$ cat src/common/ips_pkg.sv
package ips_pkg;

   // select register layout
   localparam int         SEL_WIDTH       = 7;
   localparam logic [7:0] SEL_RESET       = 8'h40;
   localparam int         SEL_BIT_TRIGGER = 0;
   localparam int         SEL_BIT_SCLK2   = 1;
   localparam int         SEL_BIT_SRX2    = 2;
   localparam int         SEL_BIT_EVENT   = 3;
   localparam int         SEL_BIT_SCLK    = 4;
   localparam int         SEL_BIT_SRX     = 5;
   localparam int         SEL_BIT_DEDIC   = 6;
   localparam int         SEL_BIT_RSVD    = 7;

   // register byte offsets
   localparam logic [7:0] OFFS_SELECT = 8'h00;
   localparam logic [7:0] OFFS_STATUS = 8'h04;
   localparam logic [7:0] OFFS_MASK   = 8'h08;
   localparam logic [7:0] OFFS_PINS   = 8'h0C;

   // sticky event bits
   localparam int EVT_RESELECT = 0;
   localparam int EVT_EDGE     = 1;
   localparam int EVT_COUNT    = 2;

   // pin status register layout
   localparam int PINS_BIT_LINE = 8;

   // bus answers
   localparam logic [1:0] RESP_OKAY   = 2'h0;
   localparam logic [1:0] RESP_DECERR = 2'h3;

   // channel edge polarity code meaning "no detection"
   localparam logic [1:0] POL_OFF = 2'h0;

   // bit order matches the select register, bit 6 down to bit 0
   typedef struct packed {
      logic dedicatedIrqPin;
      logic serialRxPin;
      logic serialClkPin;
      logic eventCountPin;
      logic secondSerialRxPin;
      logic secondSerialClkPin;
      logic triggerPin;
   } ips_pins_t;

   typedef struct packed {
      logic serialRxPin;
      logic serialClkPin;
      logic eventCountPin;
      logic secondSerialRxPin;
      logic secondSerialClkPin;
      logic triggerPin;
   } ips_periph_t;

   typedef enum logic [2:0] {
      REG_SEL  = 3'b000,
      REG_STAT = 3'b001,
      REG_MASK = 3'b010,
      REG_PINS = 3'b011,
      REG_NONE = 3'b100
   } ips_reg_t;

endpackage : ips_pkg

$ cat src/hw/ips_pin_mux.sv
`timescale 1ns/1ps
module ips_pin_mux
   import ips_pkg::*;
(
   // selection
   input  wire logic [SEL_WIDTH-1:0] selBits,
   // raw pins
   input  wire ips_pins_t            pinIn,
   // channel 0 input of the edge detector
   output logic                      line
);

   logic [SEL_WIDTH-1:0] gated;

   // deselected pins contribute a constant low
   assign gated = selBits & pinIn;
   // any selected high pin drives the channel high
   assign line = |gated;

endmodule : ips_pin_mux

$ cat src/hw/ips_top.sv
// The AXI4-Lite register port and the placing of the registers were left to the implementer.
`timescale 1ns/1ps
module ips_top
   import ips_pkg::*;
#(
   parameter int ADDR_W = 4
)(
   // clock and reset
   input  wire logic              sys_clk,
   input  wire logic              sys_rst,
   // axi4-lite write address
   input  wire logic [ADDR_W-1:0] awaddr,
   input  wire logic              awvalid,
   output logic                   awready,
   // axi4-lite write data
   input  wire logic [31:0]       wdata,
   input  wire logic [3:0]        wstrb,
   input  wire logic              wvalid,
   output logic                   wready,
   // axi4-lite write response
   output logic [1:0]             bresp,
   output logic                   bvalid,
   input  wire logic              bready,
   // axi4-lite read address
   input  wire logic [ADDR_W-1:0] araddr,
   input  wire logic              arvalid,
   output logic                   arready,
   // axi4-lite read data
   output logic [31:0]            rdata,
   output logic [1:0]             rresp,
   output logic                   rvalid,
   input  wire logic              rready,
   // peripheral input pins
   input  wire ips_pins_t         pinIn,
   // channel 0 state of the edge detector
   input  wire logic              requestEnableCh0,
   input  wire logic [1:0]        edgePolarityCh0,
   // channel 0 input and peripheral feeds
   output logic                   edgeCh0In,
   output ips_periph_t            periphOut,
   // interrupt
   output logic                   irq
);

   if (ADDR_W < 4) begin : g_addr_check
      $error("ADDR_W must be at least 4");
   end

   function automatic ips_reg_t decodeAddr(input logic [ADDR_W-1:0] addr);
      ips_reg_t r;
      r = REG_NONE;
      if (addr == ADDR_W'(OFFS_SELECT)) begin
         r = REG_SEL;
      end else if (addr == ADDR_W'(OFFS_STATUS)) begin
         r = REG_STAT;
      end else if (addr == ADDR_W'(OFFS_MASK)) begin
         r = REG_MASK;
      end else if (addr == ADDR_W'(OFFS_PINS)) begin
         r = REG_PINS;
      end
      return r;
   endfunction : decodeAddr

   logic [SEL_WIDTH-1:0] selReg;
   logic [EVT_COUNT-1:0] statusReg;
   logic [EVT_COUNT-1:0] maskReg;
   logic                 awHeld;
   logic                 wHeld;
   logic [ADDR_W-1:0]    wrAddr;
   logic [7:0]           wrData;
   logic                 wrLane;
   logic                 lineNow;
   logic                 linePrev;
   logic                 doWrite;
   ips_reg_t             wrTarget;
   logic                 selWrite;
   logic                 channelActive;
   logic [EVT_COUNT-1:0] evtSet;
   logic [EVT_COUNT-1:0] evtClr;
   logic [EVT_COUNT-1:0] next_status;
   logic [EVT_COUNT-1:0] next_mask;
   logic                 next_awHeld;
   logic                 next_wHeld;
   logic                 next_bvalid;
   logic                 next_rvalid;
   logic [31:0]          readData;
   logic [1:0]           readResp;
   logic                 rdIsSel;

   // selector path: no register between pins and channel 0
   ips_pin_mux u_mux (
      .selBits (selReg),
      .pinIn   (pinIn),
      .line    (lineNow)
   );

   // combinational on purpose: a flop would delay the wake edge
   assign edgeCh0In = lineNow;

   // peripherals keep their own inputs
   assign periphOut.serialRxPin        = pinIn.serialRxPin;
   assign periphOut.serialClkPin       = pinIn.serialClkPin;
   assign periphOut.eventCountPin      = pinIn.eventCountPin;
   assign periphOut.secondSerialRxPin  = pinIn.secondSerialRxPin;
   assign periphOut.secondSerialClkPin = pinIn.secondSerialClkPin;
   assign periphOut.triggerPin         = pinIn.triggerPin;

   // write channel bookkeeping
   assign doWrite  = awHeld & wHeld;
   assign wrTarget = decodeAddr(wrAddr);
   assign selWrite = doWrite && (wrTarget == REG_SEL) && wrLane;

   always_comb begin
      next_awHeld = doWrite ? 1'b0 : (awHeld | (awvalid & awready));
      next_wHeld  = doWrite ? 1'b0 : (wHeld | (wvalid & wready));
      if (doWrite) begin
         next_bvalid = 1'b1;
      end else if (bvalid && bready) begin
         next_bvalid = 1'b0;
      end else begin
         next_bvalid = bvalid;
      end
      if (arvalid && arready) begin
         next_rvalid = 1'b1;
      end else if (rvalid && rready) begin
         next_rvalid = 1'b0;
      end else begin
         next_rvalid = rvalid;
      end
   end

   always_ff @(posedge sys_clk) begin
      if (sys_rst) begin
         awHeld  <= 1'b0;
         wHeld   <= 1'b0;
         awready <= 1'b0;
         wready  <= 1'b0;
         bvalid  <= 1'b0;
      end else begin
         awHeld  <= next_awHeld;
         wHeld   <= next_wHeld;
         awready <= !next_awHeld && !next_bvalid && !doWrite;
         wready  <= !next_wHeld && !next_bvalid && !doWrite;
         bvalid  <= next_bvalid;
      end
   end

   // address and data may arrive in either order
   always_ff @(posedge sys_clk) begin
      if (sys_rst) begin
         wrAddr <= '0;
         wrData <= 8'h00;
         wrLane <= 1'b0;
      end else begin
         if (awvalid && awready) begin
            wrAddr <= awaddr;
         end
         if (wvalid && wready) begin
            wrData <= wdata[7:0];
            wrLane <= wstrb[0];
         end
      end
   end

   always_ff @(posedge sys_clk) begin
      if (sys_rst) begin
         bresp <= RESP_OKAY;
      end else if (doWrite) begin
         bresp <= (wrTarget == REG_NONE) ? RESP_DECERR : RESP_OKAY;
      end
   end

   // select register: bit 7 is never stored
   always_ff @(posedge sys_clk) begin
      if (sys_rst) begin
         selReg <= SEL_RESET[SEL_WIDTH-1:0];
      end else if (selWrite) begin
         selReg <= wrData[SEL_WIDTH-1:0];
      end
   end

   // events: reselect while the channel is live, and channel input rising
   assign channelActive        = requestEnableCh0 && (edgePolarityCh0 != POL_OFF);
   assign evtSet[EVT_RESELECT] = selWrite && channelActive;
   assign evtSet[EVT_EDGE]     = lineNow && !linePrev;
   assign evtClr = (doWrite && wrTarget == REG_STAT && wrLane) ? wrData[EVT_COUNT-1:0] : '0;
   // a new event wins over a clear in the same cycle
   assign next_status = (statusReg & ~evtClr) | evtSet;
   assign next_mask   = (doWrite && wrTarget == REG_MASK && wrLane) ? wrData[EVT_COUNT-1:0] : maskReg;

   always_ff @(posedge sys_clk) begin
      if (sys_rst) begin
         linePrev <= 1'b0;
      end else begin
         linePrev <= lineNow;
      end
   end

   always_ff @(posedge sys_clk) begin
      if (sys_rst) begin
         statusReg <= '0;
         maskReg   <= '0;
         irq       <= 1'b0;
      end else begin
         statusReg <= next_status;
         maskReg   <= next_mask;
         irq       <= |(next_status & next_mask);
      end
   end

   // read side
   always_comb begin
      readData = 32'h0000_0000;
      readResp = RESP_OKAY;
      unique case (decodeAddr(araddr))
         REG_SEL: begin
            readData = {25'h000_0000, selReg};
         end
         REG_STAT: begin
            readData = {30'h0000_0000, statusReg};
         end
         REG_MASK: begin
            readData = {30'h0000_0000, maskReg};
         end
         REG_PINS: begin
            readData = {23'h00_0000, lineNow, 1'b0, pinIn};
         end
         REG_NONE: begin
            readResp = RESP_DECERR;
         end
      endcase
   end

   always_ff @(posedge sys_clk) begin
      if (sys_rst) begin
         arready <= 1'b0;
         rvalid  <= 1'b0;
         rdata   <= 32'h0000_0000;
         rresp   <= RESP_OKAY;
         rdIsSel <= 1'b0;
      end else begin
         arready <= !next_rvalid;
         rvalid  <= next_rvalid;
         if (arvalid && arready) begin
            rdata   <= readData;
            rresp   <= readResp;
            rdIsSel <= (decodeAddr(araddr) == REG_SEL);
         end
      end
   end
endmodule : ips_top

$ cat config.mk
export PLATFORM = sky130hd
export DESIGN_NAME = ips_top
export DESIGN_NICKNAME = d
export VERILOG_FILES = /design/src/common/ips_pkg.sv /design/src/hw/ips_pin_mux.sv /design/src/hw/ips_top.sv
export SDC_FILE = /design/constraint.sdc
export NUM_CORES = 1
export LEC_CHECK = 0
export BUFFER_PORTS_ARGS = -buffer_cell sky130_fd_sc_hd__buf_2
export CAP_MARGIN = 20
export CORE_MARGIN = 2
export CORE_UTILIZATION = 47
export DETAILED_ROUTE_END_ITERATION = 10
export PLACE_DENSITY = 0.95
export SLEW_MARGIN = 40
export SYNTH_ARGS = -nofsm -noshare
export SYNTH_HDL_FRONTEND = slang
export SYNTH_SLANG_ARGS = --single-unit
export TNS_END_PERCENT = 30
$ cat constraint.sdc
create_clock -name sys_clk -period 4.8 [get_ports sys_clk]
set_clock_uncertainty 0.1 [all_clocks]
set_input_delay 0.48 -clock sys_clk [delete_from_list [all_inputs] [get_ports sys_clk]]
set_output_delay 0.48 -clock sys_clk [all_outputs]
set_load 0.02 [all_outputs]
# == Word level (Yosys, flattened, before mapping) ==
# Cells that the tools add are included.
# totals
elab_cells,91
output_inout_bits,49
regBits,68
# classes
n_reduce_logical,31
bitwise,10
eq_ne,13
muxes,19
# op_table
op,n
9-bit one-hot mux with 4 select lines,1
3-bit two-way mux,8
1-bit logical AND,18
"4-bit equality test, second input constant",4
"3-bit by 2-bit equality test with 1-bit output, second input constant",3
"4-bit by 3-bit equality test with 1-bit output, second input constant",2
4-bit zero test,2
2-bit two-way mux,4
7-bit bitwise AND,1
7-bit OR reduction,1
"3-bit by 1-bit equality test with 1-bit output, second input constant",2
"3-bit equality test, second input constant",2
1-bit zero test,6
3-bit zero test,2
1-bit two-way mux,6
2-bit bitwise AND,2
1-bit bitwise AND,3
2-bit inverter,1
1-bit OR,2
2-bit OR,1
2-bit nonzero test,1
2-bit OR reduction,1

# == Longest topological paths before layout ==
# Gate-level depths: netlist (run 1).
# logic_depth
ltp_word,14
mapped_depth,5
mapped_depth_nobuf,5

# == Hierarchy ==
# A second synthesis (run 1) with hierarchy kept.
# unflattened
cells_unflattened,212
area_unflattened_um2,1895.6
# by_module_without_submodules
module,cells_each,instances,seq_area_each_um2,area_per_inst_um2
ips_top,208,1,840.8,1865.5
ips_pin_mux,4,1,0.0,30.0

# == Worst setup path before layout (run 1) ==
# OpenSTA, ideal clock, no wires.
# synth_timing
path_kind,register to register
startpoint,register wrAddr[0]
endpoint,register selReg[6]
period_less_slack_ps,1730
stages_incl_launch_ff,6
t_required_ps,4580
t_arrival_ps,1510
setup_time_ps,120
setup_slack_ps,3070
path_buffers,1
path_cell_list,dfxtp_1 -> or3b_1 -> buf_6 -> nor3_4 -> nor2b_1 -> a211o_1
# synth_between
elab_chain_len,8
# synth_lines
item,line_no,source
start: declaration,ips_top.sv:69,logic [ADDR_W-1:0] wrAddr;
start signal: assignment,ips_top.sv:156,wrAddr <= awaddr;
4-bit equality test,ips_top.sv:58,end else if (addr == ADDR_W'(OFFS_PINS)) begin
3-bit two-way mux,ips_top.sv:58,
3-bit two-way mux,ips_top.sv:56,end else if (addr == ADDR_W'(OFFS_MASK)) begin
3-bit two-way mux,ips_top.sv:54,end else if (addr == ADDR_W'(OFFS_STATUS)) begin
3-bit two-way mux (*),ips_top.sv:52,if (addr == ADDR_W'(OFFS_SELECT)) begin
3-bit zero test (*),ips_top.sv:111,assign selWrite = doWrite && (wrTarget == REG_SEL) && wrLane;
1-bit logical AND (*) (2 in series),ips_top.sv:111,
end signal: assignment,ips_top.sv:176,selReg <= SEL_RESET[SEL_WIDTH-1:0];
end signal: assignment,ips_top.sv:178,selReg <= wrData[SEL_WIDTH-1:0];
end: declaration,ips_top.sv:64,logic [SEL_WIDTH-1:0] selReg;
# Mark *: on every way between the ends. The rest lies on a longest branch, timed or not.
# A chain may end at the register's enable or synchronous reset.

# == Final worst setup path (run 1) ==
# layout_timing
startpoint,register selReg[5]
endpoint,output edgeCh0In
# layout_between
elab_chain_len,2
# layout_lines
item,line_no,source
7-bit bitwise AND,ips_pin_mux.sv:16,assign gated = selBits & pinIn;
7-bit OR reduction,ips_pin_mux.sv:18,assign line = |gated;
end: declaration,ips_top.sv:39,"output logic edgeCh0In,"
# No other way between the ends.

==> flow_summary.ini, run 1 <==
[run_status]
status = finished clean

[placed_design]
io_buffers = 57
gp_congestion = 0.771
dp_hpwl_um = 2760
dpl.cell_count = 300
place_ws_ps = 2780

[detailed_routing]
wl_per_cell_um = 12.0
drt_iter0_markers = 70
via_per_inst = 4.93
antenna_left = 0
vias = 1518
wl_um = 3690
drc = 0
first_pass_iters = 4

[synth]
synth.most_common_cell = dfxtp_1
ys_async_sr_fraction_pct = 0
synth_edf_count = 0
yosys-top-cells-area = dfxtp_1 44%, buf_4 13%, nand2_1 4.9%, a21oi_1 4.7%, nor2_1 4.2%
synth-simple-area-share_pct = 18.0
netlist_area_mm2 = 0.00190
syn_inst = 212
yosys_warnings = 0
ys.flop_type = dfxtp_1
muxShareOfSynthArea_pct = 6.73
synth_xor_xnor_area_share_pct = 0
synth-seq-area-share_pct = 44.3
ys_ff_latch = 42
synth.avg_cell_area_um2 = 8.95
synth-compound-area-share_pct = 15.3
synthDistinctLibCells = 36
synth_top_family_by_area = simple AND/OR/NAND/NOR gates
synthTopCellsByCount = 42 x dfxtp_1, 32 x buf_4, 25 x nand2_1
yosys.area.top_type_share_pct = 44.3
synth_top_cell_by_area = dfxtp_1
yosys.area_share.adder_pct = 0

[cts]
post_cts_buffers = 0
ctsResizeCount = 0
cts_root_buffer = clkbuf_8
cts_tree = built
clkTransAtPathRegs_ps = 80
cts_buffer_depth = 2
hold_buffers = 0
cts_inserted_buffers = 5
cts.sinks = 42
cts.htree.levels = 2
clk_latency_ps = 300

[setup_path]
crit_buf_inv = 2
crit_required_ps = 4220
start_kind = flip-flop
critPathArrivalTime_ps = 1460
crit_slowest_cell = dfxtp_1
end_kind = output pin
path_max_fanout = 3
critical_path_class = reg2out
critPathMaxStageDelay_ps = 330
crit_family = flip-flops
path_cells = a222oi_1 -> and3_1 -> inv_1 -> buf_2

[floorplan]
ios = 110
initial_core_util_pct = 48.1
die_h_um = 67.5
die-area_mm2 = 0.00456
die_w_um = 67.5
rows = 23
core-area_mm2 = 0.00394

[cells_and_area]
nets = 318
fillerInstances = 386
n_antenna_cell = 0
fin_cells = 308
layout-drive-gt1-share_pct = 27.5
area_delta_synth_final_pct = 14.1

[hold_path]
hp-class = in2reg

[global_route]
grt_util_all_layers_pct = 16.4
grt_pass1_vias = 1373
antenna_found_initial = 0
grt_start_max_net_pins = 42
grt_pass1_wl_um = 5700
gr-total-overflow = 0

[sta]
timing.final.hold_violations = 0
min_period_over_period_pct = 42.5
slew-limit-headroom_pct = 54.5
report.final.slew_viol_count = 0
setup_violations = 0
worst_slack_ps = 2760
timing.fmax_mhz = 491
holdWs_ps = 317
rsz0062_at_grt = false
setup_tns_ps = 0
finalCriticalPeriod_ps = 2040
worstMarginPinSlew_ps = 683

[job]
maxCapViolCount = 0

[power_and_ir_drop]
power_density_mw_per_mm2 = 341
p_leak_nw = 0.920
ir_worst_vdd_mv = 0.168
p_total_mw = 0.738
-- logic make-up after synthesis --
family | after synthesis
other | 1
multiplexers | 10
buffers and inverters | 44
flip-flops | 42
AND/OR/NAND/NOR | 71
AO/OA/AOI/OAI | 44
-- where the power goes --
part	internal, mW	leakage [nW]	switching, mW
Combinational	0.0294	0.528	0.0573
Sequential	0.360	0.342	0.0114
Clock	0.155	0.0504	0.125
-- metal layers --
| layer | up-vias | share of wire (%) | GRT usage, % |
|---|---|---|---|
| met3 | 8 | 6.3 | 3.67 |
| met5 | - | 0 | 0 |
| li1 | 770 | - | - |
| met1 | 693 | 44 | 20.2 |
| met2 | 47 | 48 | 27.5 |
| met4 | 0 | 1.7 | 6.89 |
-- final timing paths --
check,end,cells after the start,slack (ps),startpoint
worst min register to register,wrData[2],2,360,wrData[2]
worst max register to register,selReg[6],4,2930,wrAddr[0]
worst max-delay path,edgeCh0In,4,2760,selReg[5]
worst min-delay path,wrData[1],3,320,wdata[1]
-- tightest hold or removal path, stage by stage --
cell,delay (ps)
buf_2,100
nand2_1,50
a21oi_1,50
-- registers in the layout, indices dropped and copies added (netlist names), 2 cells and up --
name	count
wrData	7
rdata	8
statusReg	2
maskReg	2
selReg	7
wrAddr	4
-- per-stage QoR --
step / instance area (µm²) / utilization (%)
2_1_floorplan: 1980 / -
3_3_place_gp: 2050 / 51.9
3_5_place_dp: 2050 / 51.9
4_1_cts: 2160 / 54.8
5_1_grt: 2160 / 54.9
6_report: 2160 / 54.9
-- cell usage in the layout (no fill, tap or decap), types with 2 or more instances in the layout --
| master | Yosys | layout |
|---|---|---|
| mux2i_1 | 6 | 6 |
| dfxtp_1 | 42 | 42 |
| nand2_1 | 25 | 25 |
| mux4_2 | 2 | 2 |
| mux2_2 | 2 | 2 |
| buf_2 | 0 | 57 |
| conb_1 | 1 | 24 |
| and2_1 | 2 | 2 |
| o21ai_0 | 3 | 3 |
| inv_1 | 2 | 2 |
| nor2_1 | 21 | 21 |
| o31ai_1 | 2 | 2 |
| clkinvlp_4 | 0 | 2 |
| a22oi_1 | 9 | 9 |
| nand3_1 | 6 | 6 |
| a21oi_1 | 18 | 18 |
| nor2b_1 | 4 | 4 |
| nor3_1 | 3 | 2 |
| clkbuf_8 | 0 | 5 |
| a22o_1 | 6 | 6 |
-- final cells by class --
| cell class | count | area, µm² | area share (%) |
|---|---|---|---|
| Clock inverter | 3 | 45.0 | 2.08 |
| Timing Repair Buffer | 57 | 285 | 13.2 |
| Inverter | 2 | 7.51 | 0.347 |
| Tap cell | 50 | 62.6 | 2.89 |
| Multi-Input combinational cell | 149 | 855 | 39.5 |
| Sequential cell | 42 | 841 | 38.8 |
| Clock buffer | 5 | 68.8 | 3.18 |
No activity file was read; power rests on OpenSTA's default activity.
==> run 2: changes to the inputs <==
ABC_AREA = 1   (was default)
CORE_UTILIZATION = 45   (was 47)
PLACE_DENSITY = 0.92   (was 0.95)
clock period = 1.94 ns   (was 4.8 ns; I/O delays follow)
==> flow_summary.ini, run 2 <==
[detailed_routing]
via_per_inst = 4.76
vias = 1755
drt_iter0_markers = 39
first_pass_iters = 4
drc = 0
antenna_left = 0
wl_um = 3950
wl_per_cell_um = 10.7

[synth]
synthTopCellsByCount = 54 x nand2_1, 42 x dfxtp_1, 32 x buf_4, 32 x nor2_1, 16 x inv_1
yosys_warnings = 0
ys.flop_type = dfxtp_1
ys_ff_latch = 42
yosys.area.top_type_share_pct = 41.0
yosys-top-cells-area = dfxtp_1 41%, buf_4 12%, nand2_1 9.9%, nor2_1 5.9%, a21oi_2 4.3%
synthDistinctLibCells = 29
synth_edf_count = 0
ys_async_sr_fraction_pct = 0
syn_inst = 266
synth_top_cell_by_area = dfxtp_1
synth.most_common_cell = nand2_1
netlist_area_mm2 = 0.00205
synth-seq-area-share_pct = 41.0
synth.avg_cell_area_um2 = 7.72

[job]
maxCapViolCount = 0

[cts]
cts_root_buffer = clkbuf_8
cts.htree.levels = 2
cts_inserted_buffers = 5
post_cts_buffers = 0
cts_buffer_depth = 2
clk_latency_ps = 290
clkTransAtPathRegs_ps = 70
cts.sinks = 42
hold_buffers = 0
cts_tree = built
ctsResizeCount = 0

[global_route]
grt_start_max_net_pins = 25
gr-total-overflow = 0
grt_pass1_wl_um = 6130
grt_pass1_vias = 1435
grt_util_all_layers_pct = 15.1
antenna_found_initial = 0

[floorplan]
ios = 110
rows = 24
die_h_um = 71.5
die-area_mm2 = 0.00512
initial_core_util_pct = 46.8
core-area_mm2 = 0.00438
die_w_um = 71.5

[setup_path]
crit_required_ps = 1650
end_kind = output pin
critPathArrivalTime_ps = 1220
path_max_fanout = 2
crit_path_start = selReg[5]
critical_path_class = reg2out
start_kind = flip-flop
r2r_start = wrAddr[1]

[placed_design]
dpl.cell_count = 361
io_buffers = 57
gp_congestion = 0.846
dp_hpwl_um = 3090
place_ws_ps = 529

[sta]
timing.final.hold_violations = 0
timing.fmax_mhz = 659
rsz0062_at_grt = false
report.final.slew_viol_count = 0
worst_slack_ps = 423
holdWs_ps = 46.8
setup_violations = 0
min_period_over_period_pct = 78.2
setup_tns_ps = 0
finalCriticalPeriod_ps = 1520

[run_status]
status = finished clean

[cells_and_area]
final_common_cell = buf_2
largest_register = rdata
layout_common_cells = 57 x buf_2, 54 x nand2_1, 42 x dfxtp_1
n_antenna_cell = 0
top_regs = rdata x8, selReg x7, wrData x7
utilization_pct = 53.1
largest_reg_flops = 8
nets = 377
layout-drive-gt1-share_pct = 29.3
fin_cells = 369
area_delta_synth_final_pct = 13.3

[power_and_ir_drop]
p_leak_nw = 1.13
power_density_mw_per_mm2 = 794
ir_worst_vdd_mv = 0.541

[hold_path]
worstHoldStart = wdata[4]
hp-class = in2reg
## run 2: cell types whose count changed after synthesis, moves of 8 or more
| cell | before | now |
|---|---|---|
| a22oi_1 | 9 | 0 |
| nand4_1 | 0 | 8 |
| o21ai_1 | 1 | 11 |
| clkbuf_1 | 9 | 0 |
| inv_1 | 2 | 16 |
| nand2_1 | 25 | 54 |
| nor2_1 | 21 | 32 |
| a21oi_2 | 0 | 10 |
## run 2: critical path: stages, from the launching register on
cell,delay (ps)
dfxtp_1,310
nand2_1,50
nand2_1,50
a21oi_1,200
nand2_1,140
buf_2,180
## run 2: metal layers
layer | track usage (%) | wire length (µm) | up-vias | share of wire [%]
met3 | 3.38 | 302 | 8 | 7.6
met4 | 5.66 | 59 | 0 | 1.5
met1 | 18.3 | 1710 | 768 | 43
met2 | 26.1 | 1880 | 71 | 48
met5 | 0 | 0 | - | 0
li1 | - | - | 908 | -
## run 2: area by class of cell
class | count | area, µm²
repair buffers | 58 | 293
multi-input cells | 188 | 942
fillers | 417 | 2060
well taps | 52 | 65.1
clock buffers | 7 | 76.3
flip-flops and latches | 42 | 841
clock inverters | 1 | 30.0
inverters | 21 | 80.1
## run 2: final timing paths
check	endpoint	slack (ps)	depth (start not counted)
min	wrData[4]	50	3
min reg2reg	rdata[0]	370	2
max reg2reg	irq	520	8
max	edgeCh0In	420	5
## run 2: cells by family after synthesis
family | count (synthesis) | share of synthesized area (%)
buffers and inverters | 59 | 17.4
other | 1 | 0.183
AOI/OAI and AO/OA | 53 | 16.1
and+or+nand+nor | 111 | 25.4
DFF | 42 | 41.0
## run 2: report_power, final
part	internal, mW	switching [mW]	leakage, nW
combinational	0.0754	0.178	0.732
clock	0.385	0.288	0.0524
sequential	0.897	0.0242	0.343
total	1.36	0.490	1.13
## run 2: metrics by stage
step	area (µm²)	power [mW]
CTS	2330	1.86
detailed placement	2220	1.20
global route	2330	1.92
global placement	2220	1.19
finish	2330	1.85
floorplan	2140	1.16
